File: config.mk
export PLATFORM = sky130hd
export DESIGN_NAME = agcf_loop_filter
export DESIGN_NICKNAME = d
export VERILOG_FILES = /design/src/shared/agcf_pkg.sv /design/src/rtl/agcf_loop_filter.sv
export SDC_FILE = /design/constraint.sdc
export NUM_CORES = 1
export LEC_CHECK = 0
export BUFFER_PORTS_ARGS = -buffer_cell sky130_fd_sc_hd__buf_4
export CAP_MARGIN = 20
export CORE_UTILIZATION = 62
export DETAILED_ROUTE_END_ITERATION = 6
export PLACE_DENSITY = 0.83
export REMOVE_ABC_BUFFERS = 1
export SYNTH_ARGS = -nofsm -noshare
export SYNTH_HDL_FRONTEND = slang
export SYNTH_SLANG_ARGS = --single-unit
File: constraint.sdc
create_clock -name clk_i -period 13.5 [get_ports clk_i]
set_input_delay 1.35 -clock clk_i [delete_from_list [all_inputs] [get_ports clk_i]]
set_output_delay 1.35 -clock clk_i [all_outputs]
set_load 0.01 [all_outputs]
File: src/shared/agcf_pkg.sv
// constants and state layout of the agc loop feedback filter
package agcf_pkg;

  // register byte offsets, one aligned word each
  localparam logic [4:0] OFS_LOOP = 5'h00;
  localparam logic [4:0] OFS_MODE = 5'h04;
  localparam logic [4:0] OFS_TARGET = 5'h08;
  localparam logic [4:0] OFS_LIMIT = 5'h0C;
  localparam logic [4:0] OFS_BRESET = 5'h10;
  localparam logic [4:0] OFS_ACCUM = 5'h14;
  localparam logic [4:0] OFS_ERR = 5'h18;

  // field positions
  localparam int unsigned MANT0_LSB = 0;
  localparam int unsigned EXP0_LSB = 4;
  localparam int unsigned MANT1_LSB = 8;
  localparam int unsigned EXP1_LSB = 12;
  localparam int unsigned RETAIN_BIT = 15;
  localparam int unsigned MEDIAN_BIT = 16;
  localparam int unsigned LIM_MIN_LSB = 0;
  localparam int unsigned LIM_MAX_LSB = 16;

  // datapath widths and alignment
  localparam int unsigned TGT_W = 13;
  localparam int unsigned ERR_W = 14;
  localparam int unsigned LIM_W = 12;
  localparam int unsigned ACC_W = 32;
  localparam int unsigned GAIN_W = 16;
  localparam int unsigned GAIN_MSB = 30;
  localparam logic [3:0] SHIFT_MAX = 4'hF;

  // fixed median errors, sign extended to the error width
  localparam logic signed [13:0] MED_POS = 14'sh0200;
  localparam logic signed [13:0] MED_NEG = 14'sh3C00;

  // reset values
  localparam logic [15:0] LOOP_RST = 16'h0000;
  localparam logic [12:0] TARGET_RST = 13'h0000;
  localparam logic [11:0] LIM_MAX_RST = 12'hFFF;
  localparam logic [11:0] LIM_MIN_RST = 12'h000;

  // software settings
  typedef struct packed {
    logic [15:0] loop_param;
    logic retain;
    logic median;
    logic [12:0] target;
    logic [11:0] lim_max;
    logic [11:0] lim_min;
  } agcf_cfg_t;

  // all state of the filter
  typedef struct packed {
    agcf_cfg_t cfg;
    logic sync_m;
    logic sync_s;
    logic sync_d;
    logic sel_m;
    logic sel_s;
    logic signed [31:0] accum;
    logic [15:0] gain;
    logic gain_valid;
    logic signed [13:0] err;
    logic wreq;
    logic [31:0] rdata;
  } agcf_state_t;

  localparam agcf_cfg_t CFG_RST = '{loop_param: LOOP_RST, retain: 1'b0,
    median: 1'b0, target: TARGET_RST, lim_max: LIM_MAX_RST,
    lim_min: LIM_MIN_RST};
  localparam agcf_state_t ST_RST = '{cfg: CFG_RST, wreq: 1'b1,
    default: '0};

endpackage

File: src/rtl/agcf_loop_filter.sv
// agc loop feedback filter: error detector, scaling and limited accumulator
`timescale 1ns/10ps
module agcf_loop_filter #(
  parameter int MAG_W = 13
) (
  input wire logic clk_i,
  input wire logic sys_rst_i,
  input wire logic ce_i,
  input wire logic [4:0] address_i,
  input wire logic read_i,
  input wire logic write_i,
  input wire logic [31:0] writedata_i,
  input wire logic [3:0] byteenable_i,
  output logic [31:0] readdata_o,
  output logic waitrequest_o,
  input wire logic [MAG_W-1:0] mag_i,
  input wire logic mag_valid_i,
  input wire logic loop_gain_select_input_i,
  input wire logic second_sync_input_i,
  output logic [15:0] gain_o,
  output logic gain_valid_o
);

  // magnitude may not be wider than the target level
  if (MAG_W < 1 || MAG_W > agcf_pkg::TGT_W) begin : g_chk
    $error("agcf_loop_filter: MAG_W must be 1 to 13");
  end

  agcf_pkg::agcf_state_t st; // registered state
  agcf_pkg::agcf_state_t next_st; // next state

  logic req; // bus request present
  logic take; // request accepted at this edge
  logic bres_wr; // write to the backend reset word
  logic sync_evt; // rising edge of the second sync input
  logic clear; // accumulator clear this cycle
  logic upd; // accumulator update this cycle
  logic [3:0] mant; // selected loop gain mantissa
  logic [3:0] expo; // selected loop gain exponent
  logic signed [13:0] err; // true gain error
  logic signed [13:0] use_err; // error fed to the scaler
  logic signed [18:0] prod; // error times mantissa
  logic signed [31:0] aligned; // product at accumulator weight
  logic signed [31:0] delta; // scaled error after the shift
  logic signed [32:0] sum; // unlimited accumulator sum
  logic signed [32:0] max_w; // upper limit at accumulator weight
  logic signed [32:0] min_w; // lower limit at accumulator weight
  logic signed [31:0] limited; // sum after limiting

  // merge a write into a word under the byte enables
  function automatic logic [31:0] be_merge(input logic [31:0] old_w,
                                          input logic [31:0] new_w,
                                          input logic [3:0] be);
    logic [31:0] r;
    r = old_w;
    for (int i = 0; i < 4; i++) begin
      if (be[i]) begin
        r[i*8 +: 8] = new_w[i*8 +: 8];
      end
    end
    return r;
  endfunction

  // place a 12-bit gain limit at accumulator weight
  function automatic logic signed [32:0] lim_word(input logic [11:0] lim);
    return {2'b00, lim, 19'h00000};
  endfunction

  // settings as seen on the bus
  function automatic logic [31:0] cfg_word(input agcf_pkg::agcf_cfg_t c,
                                           input logic [4:0] a);
    logic [31:0] r;
    r = 32'h0000_0000;
    unique case (a)
      agcf_pkg::OFS_LOOP: begin
        r[15:0] = c.loop_param;
      end
      agcf_pkg::OFS_MODE: begin
        r[agcf_pkg::RETAIN_BIT] = c.retain;
        r[agcf_pkg::MEDIAN_BIT] = c.median;
      end
      agcf_pkg::OFS_TARGET: begin
        r[12:0] = c.target;
      end
      agcf_pkg::OFS_LIMIT: begin
        r[agcf_pkg::LIM_MAX_LSB +: 12] = c.lim_max;
        r[agcf_pkg::LIM_MIN_LSB +: 12] = c.lim_min;
      end
      default: begin
        r = 32'h0000_0000;
      end
    endcase
    return r;
  endfunction

  // next state of the whole filter
  always_comb begin
    next_st = st;

    // two-flop synchronisers for the pins
    next_st.sync_m = second_sync_input_i;
    next_st.sync_s = st.sync_m;
    next_st.sync_d = st.sync_s;
    next_st.sel_m = loop_gain_select_input_i;
    next_st.sel_s = st.sel_m;
    sync_evt = st.sync_s & ~st.sync_d;

    // bus: one wait cycle, then the request is taken
    req = read_i | write_i;
    take = req & ~st.wreq;
    next_st.wreq = ~(req & st.wreq);
    bres_wr = take & write_i & (address_i == agcf_pkg::OFS_BRESET);

    // read data is latched while waitrequest is still high
    if (req & st.wreq & read_i) begin
      unique case (address_i)
        agcf_pkg::OFS_ACCUM: begin
          next_st.rdata = st.accum;
        end
        agcf_pkg::OFS_ERR: begin
          next_st.rdata = {{18{st.err[13]}}, st.err};
        end
        default: begin
          next_st.rdata = cfg_word(st.cfg, address_i);
        end
      endcase
    end

    // register writes take effect at the accepting edge
    if (take & write_i) begin
      unique case (address_i)
        agcf_pkg::OFS_LOOP: begin
          // both mantissa/exponent pairs
          next_st.cfg.loop_param = 16'(be_merge({16'h0000,
                                                 st.cfg.loop_param},
                                                writedata_i,
                                                byteenable_i));
        end
        agcf_pkg::OFS_MODE: begin
          // retain and median bits
          if (byteenable_i[1]) begin
            next_st.cfg.retain = writedata_i[agcf_pkg::RETAIN_BIT];
          end
          if (byteenable_i[2]) begin
            next_st.cfg.median = writedata_i[agcf_pkg::MEDIAN_BIT];
          end
        end
        agcf_pkg::OFS_TARGET: begin
          next_st.cfg.target = 13'(be_merge({19'h00000, st.cfg.target},
                                            writedata_i, byteenable_i));
        end
        agcf_pkg::OFS_LIMIT: begin
          if (byteenable_i[0]) begin
            next_st.cfg.lim_min[7:0] = writedata_i[7:0];
          end
          if (byteenable_i[1]) begin
            next_st.cfg.lim_min[11:8] = writedata_i[11:8];
          end
          if (byteenable_i[2]) begin
            next_st.cfg.lim_max[7:0] = writedata_i[23:16];
          end
          if (byteenable_i[3]) begin
            next_st.cfg.lim_max[11:8] = writedata_i[27:24];
          end
        end
        default: begin
          // read-only, strobe-only and unmapped words ignore data
        end
      endcase
    end

    // error detector
    err = $signed({1'b0, st.cfg.target})
          - $signed({1'b0, agcf_pkg::TGT_W'(mag_i)});

    // median mode keeps only the sign of the error
    if (st.cfg.median) begin
      use_err = err[13] ? agcf_pkg::MED_NEG : agcf_pkg::MED_POS;
    end else begin
      // mean mode keeps the proportional error
      use_err = err;
    end

    // gain pair chosen by the synchronised select pin
    if (st.sel_s) begin
      mant = st.cfg.loop_param[agcf_pkg::MANT1_LSB +: 4];
      expo = st.cfg.loop_param[agcf_pkg::EXP1_LSB +: 4];
    end else begin
      mant = st.cfg.loop_param[agcf_pkg::MANT0_LSB +: 4];
      expo = st.cfg.loop_param[agcf_pkg::EXP0_LSB +: 4];
    end

    // mantissa weight code/16
    prod = use_err * $signed({1'b0, mant});
    aligned = {{2{prod[18]}}, prod, 11'h000};
    // exponent shift of 15-code places
    delta = aligned >>> (agcf_pkg::SHIFT_MAX - expo);

    // accumulate and limit
    sum = {st.accum[31], st.accum} + {delta[31], delta};
    max_w = lim_word(st.cfg.lim_max);
    min_w = lim_word(st.cfg.lim_min);
    if (sum > max_w) begin
      limited = max_w[31:0];
    end else if (sum < min_w) begin
      limited = min_w[31:0];
    end else begin
      limited = sum[31:0];
    end

    // one update per magnitude sample
    upd = mag_valid_i;
    // fixed-size median steps make the gain dither
    if (upd) begin
      next_st.accum = limited;
      next_st.err = err;
    end

    // reset events
    clear = sync_evt | (bres_wr & ~st.cfg.retain);
    if (clear) begin
      next_st.accum = 32'sh0000_0000;
    end

    // gain control follows the accumulator
    next_st.gain = next_st.accum[agcf_pkg::GAIN_MSB -: agcf_pkg::GAIN_W];
    next_st.gain_valid = upd;
  end

  // state register, frozen while the clock enable is low
  always_ff @(posedge clk_i or posedge sys_rst_i) begin
    if (sys_rst_i) begin
      st <= agcf_pkg::ST_RST;
    end else if (ce_i) begin
      st <= next_st;
    end
  end

  // outputs straight from the state register
  assign readdata_o = st.rdata;
  assign waitrequest_o = st.wreq;
  assign gain_o = st.gain;
  assign gain_valid_o = st.gain_valid;
endmodule

* After elaboration in Yosys (flattened, before gate mapping)
Index checks and enable logic that the tools add are counted.
Storage, ports and cells: bits of input ports 62, output and inout bits 50, register bits after elaboration 140
Cells by class: multiplexer cells 15, eq/ne operators 6, multiply operators 1, shifts and indexed selects 1, reduce and logical (&&, ||, !) cells 15, add/sub/neg operators 3, $lt $le $gt $ge 2, bitwise operators 13
Operators with widths (count):
- $mux 32 | 4
- $pmux 32 s2 | 1
- $reduce_and 4->1 | 10
- $pmux 12 s3 | 1
- $add 32x32->33 | 1
- $gt 33x32->1 | 1
- $lt 33x32->1 | 1
- $sshr 30x4->32 | 1
- $mux 14 | 2
- $mul 14x5->19 | 1
- $eq 5x5->1 const B | 3
- $sub 13x13->14 | 1
- $mux 11 | 1
- $eq 5x4->1 const B | 2
- $mux 4 | 2
- $and 1x1->1 | 7
- $pmux 1 s2 | 3
- $reduce_and 2->1 | 3
- $eq 5x3->1 const B | 1
- $logic_not 5->1 | 1
- $not 1->1 | 4
- $sub 4x4->4 const A | 1
- $mux 2 | 1
- $or 1x1->1 | 2
- $reduce_bool 2->1 | 1

* Logic depth before layout (Yosys ltp)
Gate-level depths: netlist of the first run.
depth after elaboration 11, depth in mapped cells 53, gate-level depth less buffers 49

* Worst setup path after synthesis of the first run
Ideal clock, no wire load.
kind input to register, from in mag_i[0], to reg st[83] (netlist bit), data arrival time 11.068 ns, path buffers 3, stages on the path 49, setup slack 2.300 ns, library setup time 0.132 ns, cells stage by stage ha_1 -> fa_1 -> nor2b_1 -> o21ai_0 -> a21boi_0 -> o21a_1 -> o21ai_0 -> nand2_1 -> a21oi_1 -> xnor2_1 -> nand2_1 -> nor2_1 -> ha_1 -> fa_1 -> inv_1 -> fa_1 -> inv_1 -> ha_1 -> (+13 left out) -> a211oi_1 -> nand2_1 -> o21ai_1 -> o31ai_1 -> a2111oi_0 -> nor3_1 -> xor2_1 -> ha_1 -> nor4bb_1 -> nand3_1 -> nor3_1 -> o2111ai_1 -> a311oi_1 -> nand4_1 -> or4_4 -> a21oi_4 -> buf_4 -> o221ai_2
On the way: longest elaborated chain between the ends 11, elaborated cells on any way between the ends 12
RTL lines:
- from (decl) | line agcf_loop_filter.sv:16 | input wire logic [MAG_W-1:0] mag_i,
- $sub 13x13->14 * | line agcf_loop_filter.sv:174 | - $signed({1'b0, agcf_pkg::TGT_W'(mag_i)});
- $mux 14 | line agcf_loop_filter.sv:178 | use_err = err[13] ? agcf_pkg::MED_NEG : agcf_pkg::MED_POS;
- $mux 14 * | line agcf_loop_filter.sv:177 | if (st.cfg.median) begin
- $mul 14x5->19 * | line agcf_loop_filter.sv:194 | prod = use_err * $signed({1'b0, mant});
- $sshr 30x4->32 * | line agcf_loop_filter.sv:197 | delta = aligned >>> (agcf_pkg::SHIFT_MAX - expo);
- $add 32x32->33 * | line agcf_loop_filter.sv:200 | sum = {st.accum[31], st.accum} + {delta[31], delta};
- $lt 33x32->1 | line agcf_loop_filter.sv:205 | end else if (sum < min_w) begin
- $mux 32 | line agcf_loop_filter.sv:205
- $mux 32 * | line agcf_loop_filter.sv:203 | if (sum > max_w) begin
- $mux 32 * | line agcf_loop_filter.sv:214 | if (upd) begin
- $mux 32 * | line agcf_loop_filter.sv:221 | if (clear) begin
- to (signal assigned) | line agcf_loop_filter.sv:233 | st <= agcf_pkg::ST_RST;
- to (signal assigned) | line agcf_loop_filter.sv:235 | st <= next_st;
- to (decl) | line agcf_loop_filter.sv:29 | agcf_pkg::agcf_state_t st;
Mark *: on every way between the ends. The rest lies on a longest branch, timed or not. The select of a mux whose other input is x is not followed. A chain may end at the register's enable or synchronous reset.

* Worst setup path after layout of the first run
from in mag_i[1], to reg st[94] (netlist bit)
The elaborated chain is that of the path after synthesis.

==> metrics.md, run 1 <==
| Metric | Value |
|---|---|
| Status | finished, violations left |
| Violated checks | DRC |
| Initial Utilization | 63.1% |
| # resized after CTS | 0 |
| Die span in x | 145 um |
| CTS Sinks | 140 |
| Row Count | 52 |
| CP Capture Type | register |
| Register bit total from synthesis | 140 |
| Crit path DAT | 12.99 ns |
| Slew HR | 35.9% |
| Maximum clock path buffer count | 2 |
| Top Family by Delay on Critical Path | compound AO/OA/AOI/OAI gates |
| Unique masters post-synth | 78 |
| Core area | 20200 um^2 |
| Layout cells sized above 1 | 19.3% |
| Initial drt markers | 910 |
| DRC | 12 |
| Count leader, synth | nand2_1 |
| Setup Fix Bufs, Post-CTS | 0 |
| Via Count | 11400 |
| Synth Warn # | 0 |
| DP Worst Slack | 0.649 ns |
| Peak supply drop | 0.154 mV |
| CTS Buf Count | 17 |
| CP startpoint kind | input pin |
| Final worst setup slack | 0.857 ns |
| First-pass GRT wire length | 59.7 mm |
| Area leader, netlist | dfrtp_1 |
| Worst-Skew Late Latency | 0.44 ns |
| Io pins | 112 |
| Syn Area/Cell | 8.74 um^2 |
| Final GP Congestion | 0.972 |
| Layout fillers | 1613 |
| Die height | 145 um |
| Class of the most critical hold timing path | reg -> reg |
| Reg clk slew, reported paths | 0.06 ns |
| DIE AREA | 21100 um^2 |
| Share of the synthesized area in the top cell type | 25.0% |
| Final net count | 1693 |
| Placement Cell Area | 13400 um^2 |
| Worst endpoint required time | 13.84 ns |
| Top FF cell, synth | dfrtp_1 |
| Pwr dens | 147 nW/um^2 |
| Endpoints failing setup | 0 |
| DP HPWL | 28.5 mm |
| Max-Cap Viols | 0 |
| Post-DRT Antenna Nets | 0 |
| Mapped Cells | 1457 |
| Area Growth Syn to Fin | 9.94% |
| CTS root buf | clkbuf_16 |
| RR Startpoint | st[125]$_DFFE_PP0P_ |
| Min Tclk post-route | 12.64 ns |
| Worst-Margin Slew | 0.959 ns |
| Crit path max fanout | 12 |
| Initial antenna violation count | 0 |
| Cts hold-fix bufs | 0 |
| Top post-synthesis cells by area | dfrtp_1 (25%), ha_1 (11%), mux2_2 (6.5%), fa_1 (4.9%), nand2_1 (4.4%) |
| Number of global-route vias before repair | 11200 |
| Drt wl/cell | 21.0 um |
| CP startpoint | mag_i[1] |
| WHS | 0.478 ns |
| Synth top cells by count | nand2_1 (149), nor2_1 (128), dfrtp_1 (127) |
| Leakage | 6.74 nW |
| Total gr overflow | 0 |
| Most common cell on crit path | ha_1 |
| Pins over their slew limit | 0 |
| HP Start | readdata_o[21]$_DFFE_PP0P_ |
| IO Port Bufs | 107 |
| Seq/Total Area, Yosys | 27.7% |
| Tcrit/Tclk final | 93.7% |
| Clock skew | 0.0106 ns |
| Setup CP Type | in -> reg |
| # diodes | 0 |
| Synth Cell Area | 12700 um^2 |
| Vias/cell | 6.40 |
| RSZ-0062 raised after global routing | no |
| Final Hold Fails | 0 |
| Largest net degree at the start of global routing | 72 |
| Htree depth | 4 |
| Achievable frequency | 79.1 MHz |
| EDFF count, synth | 0 |
| FFs w/ async S/R, synth | 100% |
| 1st-pass router iterations | 7 |
| GRT Util Overall | 36.1% |
| Crit path buf inv count | 6 |
| Setup tns final | 0 ns |
| Post-route cell area | 14000 um^2 |
| Slowest CP cell | or4_4 |
| DRT Wirelength | 37.2 mm |
| CTS tree | built |
| CP peak stage delay | 0.59 ns |
-- final cells by class --
class                           instances  area, um^2  share of cell area [%]
Clock buffer                           20         467                    3.34
Clock inverter                         12         103                   0.733
Inverter                              114         433                    3.09
Multi-Input combinational cell       1091        8150                    58.2
Sequential cell                       140        3520                    25.2
Tap cell                              270         338                    2.41
Timing Repair Buffer                  129         983                    7.03
-- layout by cell type (no fill, tap or decap), types with 7 or more instances in the layout --
master	synthesis	layout
a221oi_1	15	15
a22oi_1	20	20
a21o_1	19	19
o21a_1	21	21
ha_1	107	107
mux2i_1	43	43
nor2b_1	12	12
and3_1	13	13
nor3_1	26	25
buf_4	50	127
o21ai_2	8	9
fa_1	31	31
clkbuf_16	0	17
nor2_1	128	127
xor2_1	16	16
a222oi_1	12	12
a21oi_1	91	91
nand2_1	149	149
o211ai_1	14	14
mux2_2	74	74
a211oi_1	10	10
dfstp_2	13	13
or3_1	7	7
a31oi_1	19	19
o21ai_0	72	72
and2_1	10	10
o221ai_2	10	10
inv_1	114	113
dfrtp_1	127	127
nand4_1	11	11
nand2b_1	9	9
xnor2_1	29	29
nand3_1	30	30
-- worst reg2reg max path, delay by kind of cell, from the launching register on --
family | cells | cell delay, ns
XOR/XNOR | 4 | 1.22
buffers and inverters | 5 | 0.73
adder cells (fa/ha/maj) | 8 | 3.00
AND/OR/NAND/NOR | 11 | 2.41
flip-flops | 1 | 0.34
AO/OA/AOI/OAI | 21 | 4.21
-- routing by layer --
layer / GRT usage [%] / up-vias / routed length [um]
met2: 60.6 / 533 / 17800
met1: 46.1 / 5486 / 14900
li1: - / 5245 / -
met3: 5.53 / 102 / 3000
met5: 0 / - / 0
met4: 16.5 / 0 / 1560
-- metrics by stage --
stage,utilization (%),power (mW),instances
after floorplan,-,1.26,1345
after global placement,66.4,1.56,1741
after detailed placement,66.4,1.59,1742
after CTS,69.2,2.04,1774
after global routing,69.4,2.18,1776
final,69.4,2.06,1776
-- report_power, final --
| part | internal [mW] | total, mW | switching, mW | leakage, nW |
|---|---|---|---|---|
| Sequential | 0.476 | 0.557 | 0.0803 | 1.82 |
| Combinational | 0.428 | 1.05 | 0.621 | 4.66 |
| Clock | 0.254 | 0.455 | 0.201 | 0.268 |
-- sequential cells by signal, indices dropped and copies added (netlist names) --
register,count
min_w,12
readdata_o,32
st,79
waitrequest_o,1
max_w,12
next_st,3
gain_valid_o,1
-- cells by family (layout without fill, tap and decap cells) --
family / after synthesis / count (layout) / synth area share [%]
adders and majority gates: 138 / 138 / 15.4
xor gates and xnor gates: 45 / 45 / 3.10
muxes: 118 / 118 / 10.1
and+or+nand+nor: 414 / 414 / 14.7
AOI/OAI and AO/OA: 376 / 376 / 20.6
DFF: 140 / 140 / 27.7
buffers and inverters: 226 / 275 / 8.40
-- final timing paths --
path	slack, ns	end	cells after the start
max	0.86	st[94]$_DFFE_PP0P_	48
min	0.48	readdata_o[21]$_DFFE_PP0P_	2
max reg2reg	1.50	st[94]$_DFFE_PP0P_	49
min reg2reg	0.48	readdata_o[21]$_DFFE_PP0P_	2
max in group asynchronous	11.10	st[69]$_DFFE_PP0P_	3
min in group asynchronous	0.99	gain_valid_o$_DFFE_PP0P_	2
(Power assumes the default switching activity.)
==> run 2: changes to the inputs <==
--- a/config.mk
+++ b/config.mk
@@ -7,9 +7,11 @@
 export LEC_CHECK = 0
 export BUFFER_PORTS_ARGS = -buffer_cell sky130_fd_sc_hd__buf_4
 export CAP_MARGIN = 20
+export CORE_MARGIN = 10
 export CORE_UTILIZATION = 62
 export DETAILED_ROUTE_END_ITERATION = 6
 export PLACE_DENSITY = 0.83
+export RECOVER_POWER = 50
 export REMOVE_ABC_BUFFERS = 1
 export SYNTH_ARGS = -nofsm -noshare
 export SYNTH_HDL_FRONTEND = slang
==> run 2 against run 1 <==
The flow finishes with violations (capacitance limit, slew limit). Non-clock buffer count fell by 1. Clock-buffer cell count fell by 3. Total power rose by 0.42%. Worst hold slack got worse by 0.0023 ns. Final area fell by 0.33%. Clock power rose by 4.4%. Sequential share of layout area rose by 0.083 points. Global-route usage fell by 8.3 points. Combinational power barely moved. Core utilization fell by 0.45 points. Cell count barely moved. Largest power group unchanged. Via count fell by 0.59%.
==> metrics.md, run 2 (same netlist as run 1, synthesis figures left out) <==
| Metric | Value |
|---|---|
| Final Hold Fails | 0 (unchanged) |
| Number of global-route vias before repair | 11100 (was 11200) |
| CP Capture Type | register (unchanged) |
| Reg clk slew, reported paths | 0.06 ns (about the same) |
| Layout cells sized above 1 | 18.0% (was 19.3%) |
| Worst-Skew Late Latency | 0.44 ns (about the same) |
| Initial Utilization | 62.9% (was 63.1%) |
| CP startpoint | mag_i[1] (unchanged) |
| Largest net degree at the start of global routing | 82 (was 72) |
| Pins over their slew limit | 135 (was 0) |
| Leakage | 6.69 nW (was 6.74 nW) |
| Initial drt markers | 1054 (was 910) |
| R2r endpoint | st[94]$_DFFE_PP0P_ (unchanged) |
| Endpoints failing setup | 0 (unchanged) |
| Crit path DAT | 13.18 ns (was 12.99 ns) |
| Post-route cell area | 13900 um^2 (was 14000 um^2) |
| Max reg flops | 79 (unchanged) |
| CTS tree | built (unchanged) |
| Setup tns final | 0 ns (unchanged) |
| Setup CP Type | in -> reg (unchanged) |
| # resized after CTS | 0 (unchanged) |
| Worst Reg-to-Reg Cells | 47 (was 49) |
| Slew HR | -167% (was 35.9%) |
| First-pass GRT wire length | 59.1 mm (was 59.7 mm) |
| Clock skew | 0.0101 ns (was 0.0106 ns) |
| Via Count | 11300 (was 11400) |
| Most common cell on crit path | ha_1 (unchanged) |
| Die span in x | 163 um (was 145 um) |
| Storage cell area | 3520 um^2 (unchanged) |
| Tcrit/Tclk final | 95.2% (was 93.7%) |
| Peak supply drop | 0.150 mV (was 0.154 mV) |
| Setup Fix Bufs, Post-CTS | 0 (unchanged) |
| Worst endpoint required time | 13.83 ns (was 13.84 ns) |
| Max-Cap Viols | 2 (was 0) |
| Status | finished, violations left (unchanged) |
| Area Growth Syn to Fin | 9.57% (was 9.94%) |
| RR Startpoint | st[127]$_DFFE_PP0P_ (was st[125]$_DFFE_PP0P_) |
| CTS Sinks | 140 (unchanged) |
| Achievable frequency | 77.8 MHz (was 79.1 MHz) |
| Multi-input logic area | 8150 um^2 (unchanged) |
| Crit path max fanout | 12 (unchanged) |
| Critical Path Sink | st[94]$_DFFE_PP0P_ (unchanged) |
| Core area | 20200 um^2 (about the same) |
| Worst-Margin Slew | 4.00 ns (was 0.959 ns) |
| DP HPWL | 28.8 mm (was 28.5 mm) |
| Most frequent cells in the layout | nand2_1 (149), nor2_1 (127), dfrtp_1 (127) (was nand2_1 (149), nor2_1 (127), dfrtp_1 (127), buf_4 (127), inv_1 (113)) |
| Design Power | 2.07 mW (was 2.06 mW) |
| CP startpoint kind | input pin (unchanged) |
| Register with the most flip-flops | st (unchanged) |
| CTS Buf Count | 17 (unchanged) |
| Row Count | 52 (unchanged) |
| Commonest non-fill, non-tap cell in the layout | nand2_1 (unchanged) |
| Vias/cell | 6.37 (was 6.40) |
| Final GP Congestion | 0.964 (was 0.972) |
| Flop2flop setup slack | 1.29 ns (was 1.50 ns) |
| DRT Wirelength | 37.5 mm (was 37.2 mm) |
| Layout fillers | 1582 (was 1613) |
| DIE AREA | 26700 um^2 (was 21100 um^2) |
| 1st-pass router iterations | 5 (was 7) |
| Initial antenna violation count | 0 (unchanged) |
| Maximum clock path buffer count | 2 (unchanged) |
| Post-DRT Antenna Nets | 0 (unchanged) |
| Htree depth | 4 (unchanged) |
| IO Port Bufs | 107 (unchanged) |
| Final worst setup slack | 0.646 ns (was 0.857 ns) |
| Cts hold-fix bufs | 0 (unchanged) |
| Slowest CP cell | or4_4 (unchanged) |
| Die height | 163 um (was 145 um) |
| Io pins | 112 (unchanged) |
| Total gr overflow | 0 (unchanged) |
| Min Tclk post-route | 12.85 ns (was 12.64 ns) |
| CTS root buf | clkbuf_16 (unchanged) |
| DP Worst Slack | 0.568 ns (was 0.649 ns) |
| GRT Util Overall | 27.8% (was 36.1%) |
| RSZ-0062 raised after global routing | no (unchanged) |
| Placement Cell Area | 13400 um^2 (about the same) |
| Class of the most critical hold timing path | reg -> reg (unchanged) |
| DRC | 0 (was 12) |
| Pwr dens | 148 nW/um^2 (was 147 nW/um^2) |
| Drt wl/cell | 21.1 um (was 21.0 um) |
| Final net count | 1692 (was 1693) |
| CP peak stage delay | 0.58 ns (was 0.59 ns) |
| # diodes | 0 (unchanged) |
| Violated checks | capacitance limit, slew limit (was DRC) |
-- run 2: changes by cell type in the layout (fill, tap and decap cells not counted) --
cell | before | now
clkinv_2 | 0 | 1
clkinvlp_2 | 0 | 1
clkinvlp_4 | 4 | 0
clkbuf_1 | 0 | 18
clkinv_4 | 3 | 2
buf_4 | 127 | 107
clkbuf_8 | 3 | 0
buf_8 | 2 | 1
bufinv_16 | 0 | 1
buf_16 | 0 | 1
clkbuf_4 | 0 | 1
inv_8 | 1 | 6
-- run 2: cell type report --
type | instances | area share (%)
multi-input cells | 1091 | 58.4
flip-flops and latches | 140 | 25.2
repair buffers | 128 | 6.60
inverters | 114 | 3.08
clock buffers | 17 | 3.05
well taps | 270 | 2.42
clock inverters | 15 | 1.18
-- run 2: through the flow --
| step | hold WS (ns) | utilization [%] | std cells |
|---|---|---|---|
| 2_1_floorplan | 0.442 | - | 1345 |
| 3_3_place_gp | 0.452 | 66.1 | 1739 |
| 3_5_place_dp | 0.471 | 66.1 | 1739 |
| 4_1_cts | 0.485 | 69.0 | 1771 |
| 5_1_grt | 0.513 | 68.9 | 1775 |
| 6_report | 0.476 | 68.9 | 1775 |
-- run 2: worst min-delay path by stage --
stage,depth (start not counted),end,startpoint,slack [ns]
detailed placement,2,readdata_o[27]$_DFFE_PP0P_,readdata_o[27]$_DFFE_PP0P_,0.47
finish,2,readdata_o[21]$_DFFE_PP0P_,readdata_o[21]$_DFFE_PP0P_,0.48
global placement,2,st[46]$_DFFE_PP0P_,st[46]$_DFFE_PP0P_,0.45
CTS,2,readdata_o[31]$_DFFE_PP0P_,readdata_o[31]$_DFFE_PP0P_,0.49
global route,2,readdata_o[31]$_DFFE_PP0P_,readdata_o[31]$_DFFE_PP0P_,0.51
floorplan,2,st[46]$_DFFE_PP0P_,st[46]$_DFFE_PP0P_,0.44
-- run 2: per-layer routing --
metal / up-vias / GRT usage [%] / wire, um
met5: - / 0 / 0
met3: 123 / 4.00 / 2820
met1: 5411 / 34.6 / 14800
met2: 521 / 46.7 / 18200
met4: 0 / 13.1 / 1650
li1: 5244 / - / -
-- run 2: critical path, delay by kind of cell --
| family | cells | cell delay, ns |
|---|---|---|
| buffers and inverters | 5 | 0.42 |
| xor gates and xnor gates | 3 | 0.70 |
| and+or+nand+nor | 10 | 2.24 |
| muxes | 3 | 0.64 |
| AOI/OAI and AO/OA | 21 | 5.17 |
| adders and majority gates | 7 | 2.63 |
-- run 2: report_power, final --
group | internal, mW | total (mW) | switching [mW]
sequential | 0.476 | 0.556 | 0.0800
clock | 0.264 | 0.475 | 0.211
combinational | 0.419 | 1.04 | 0.619
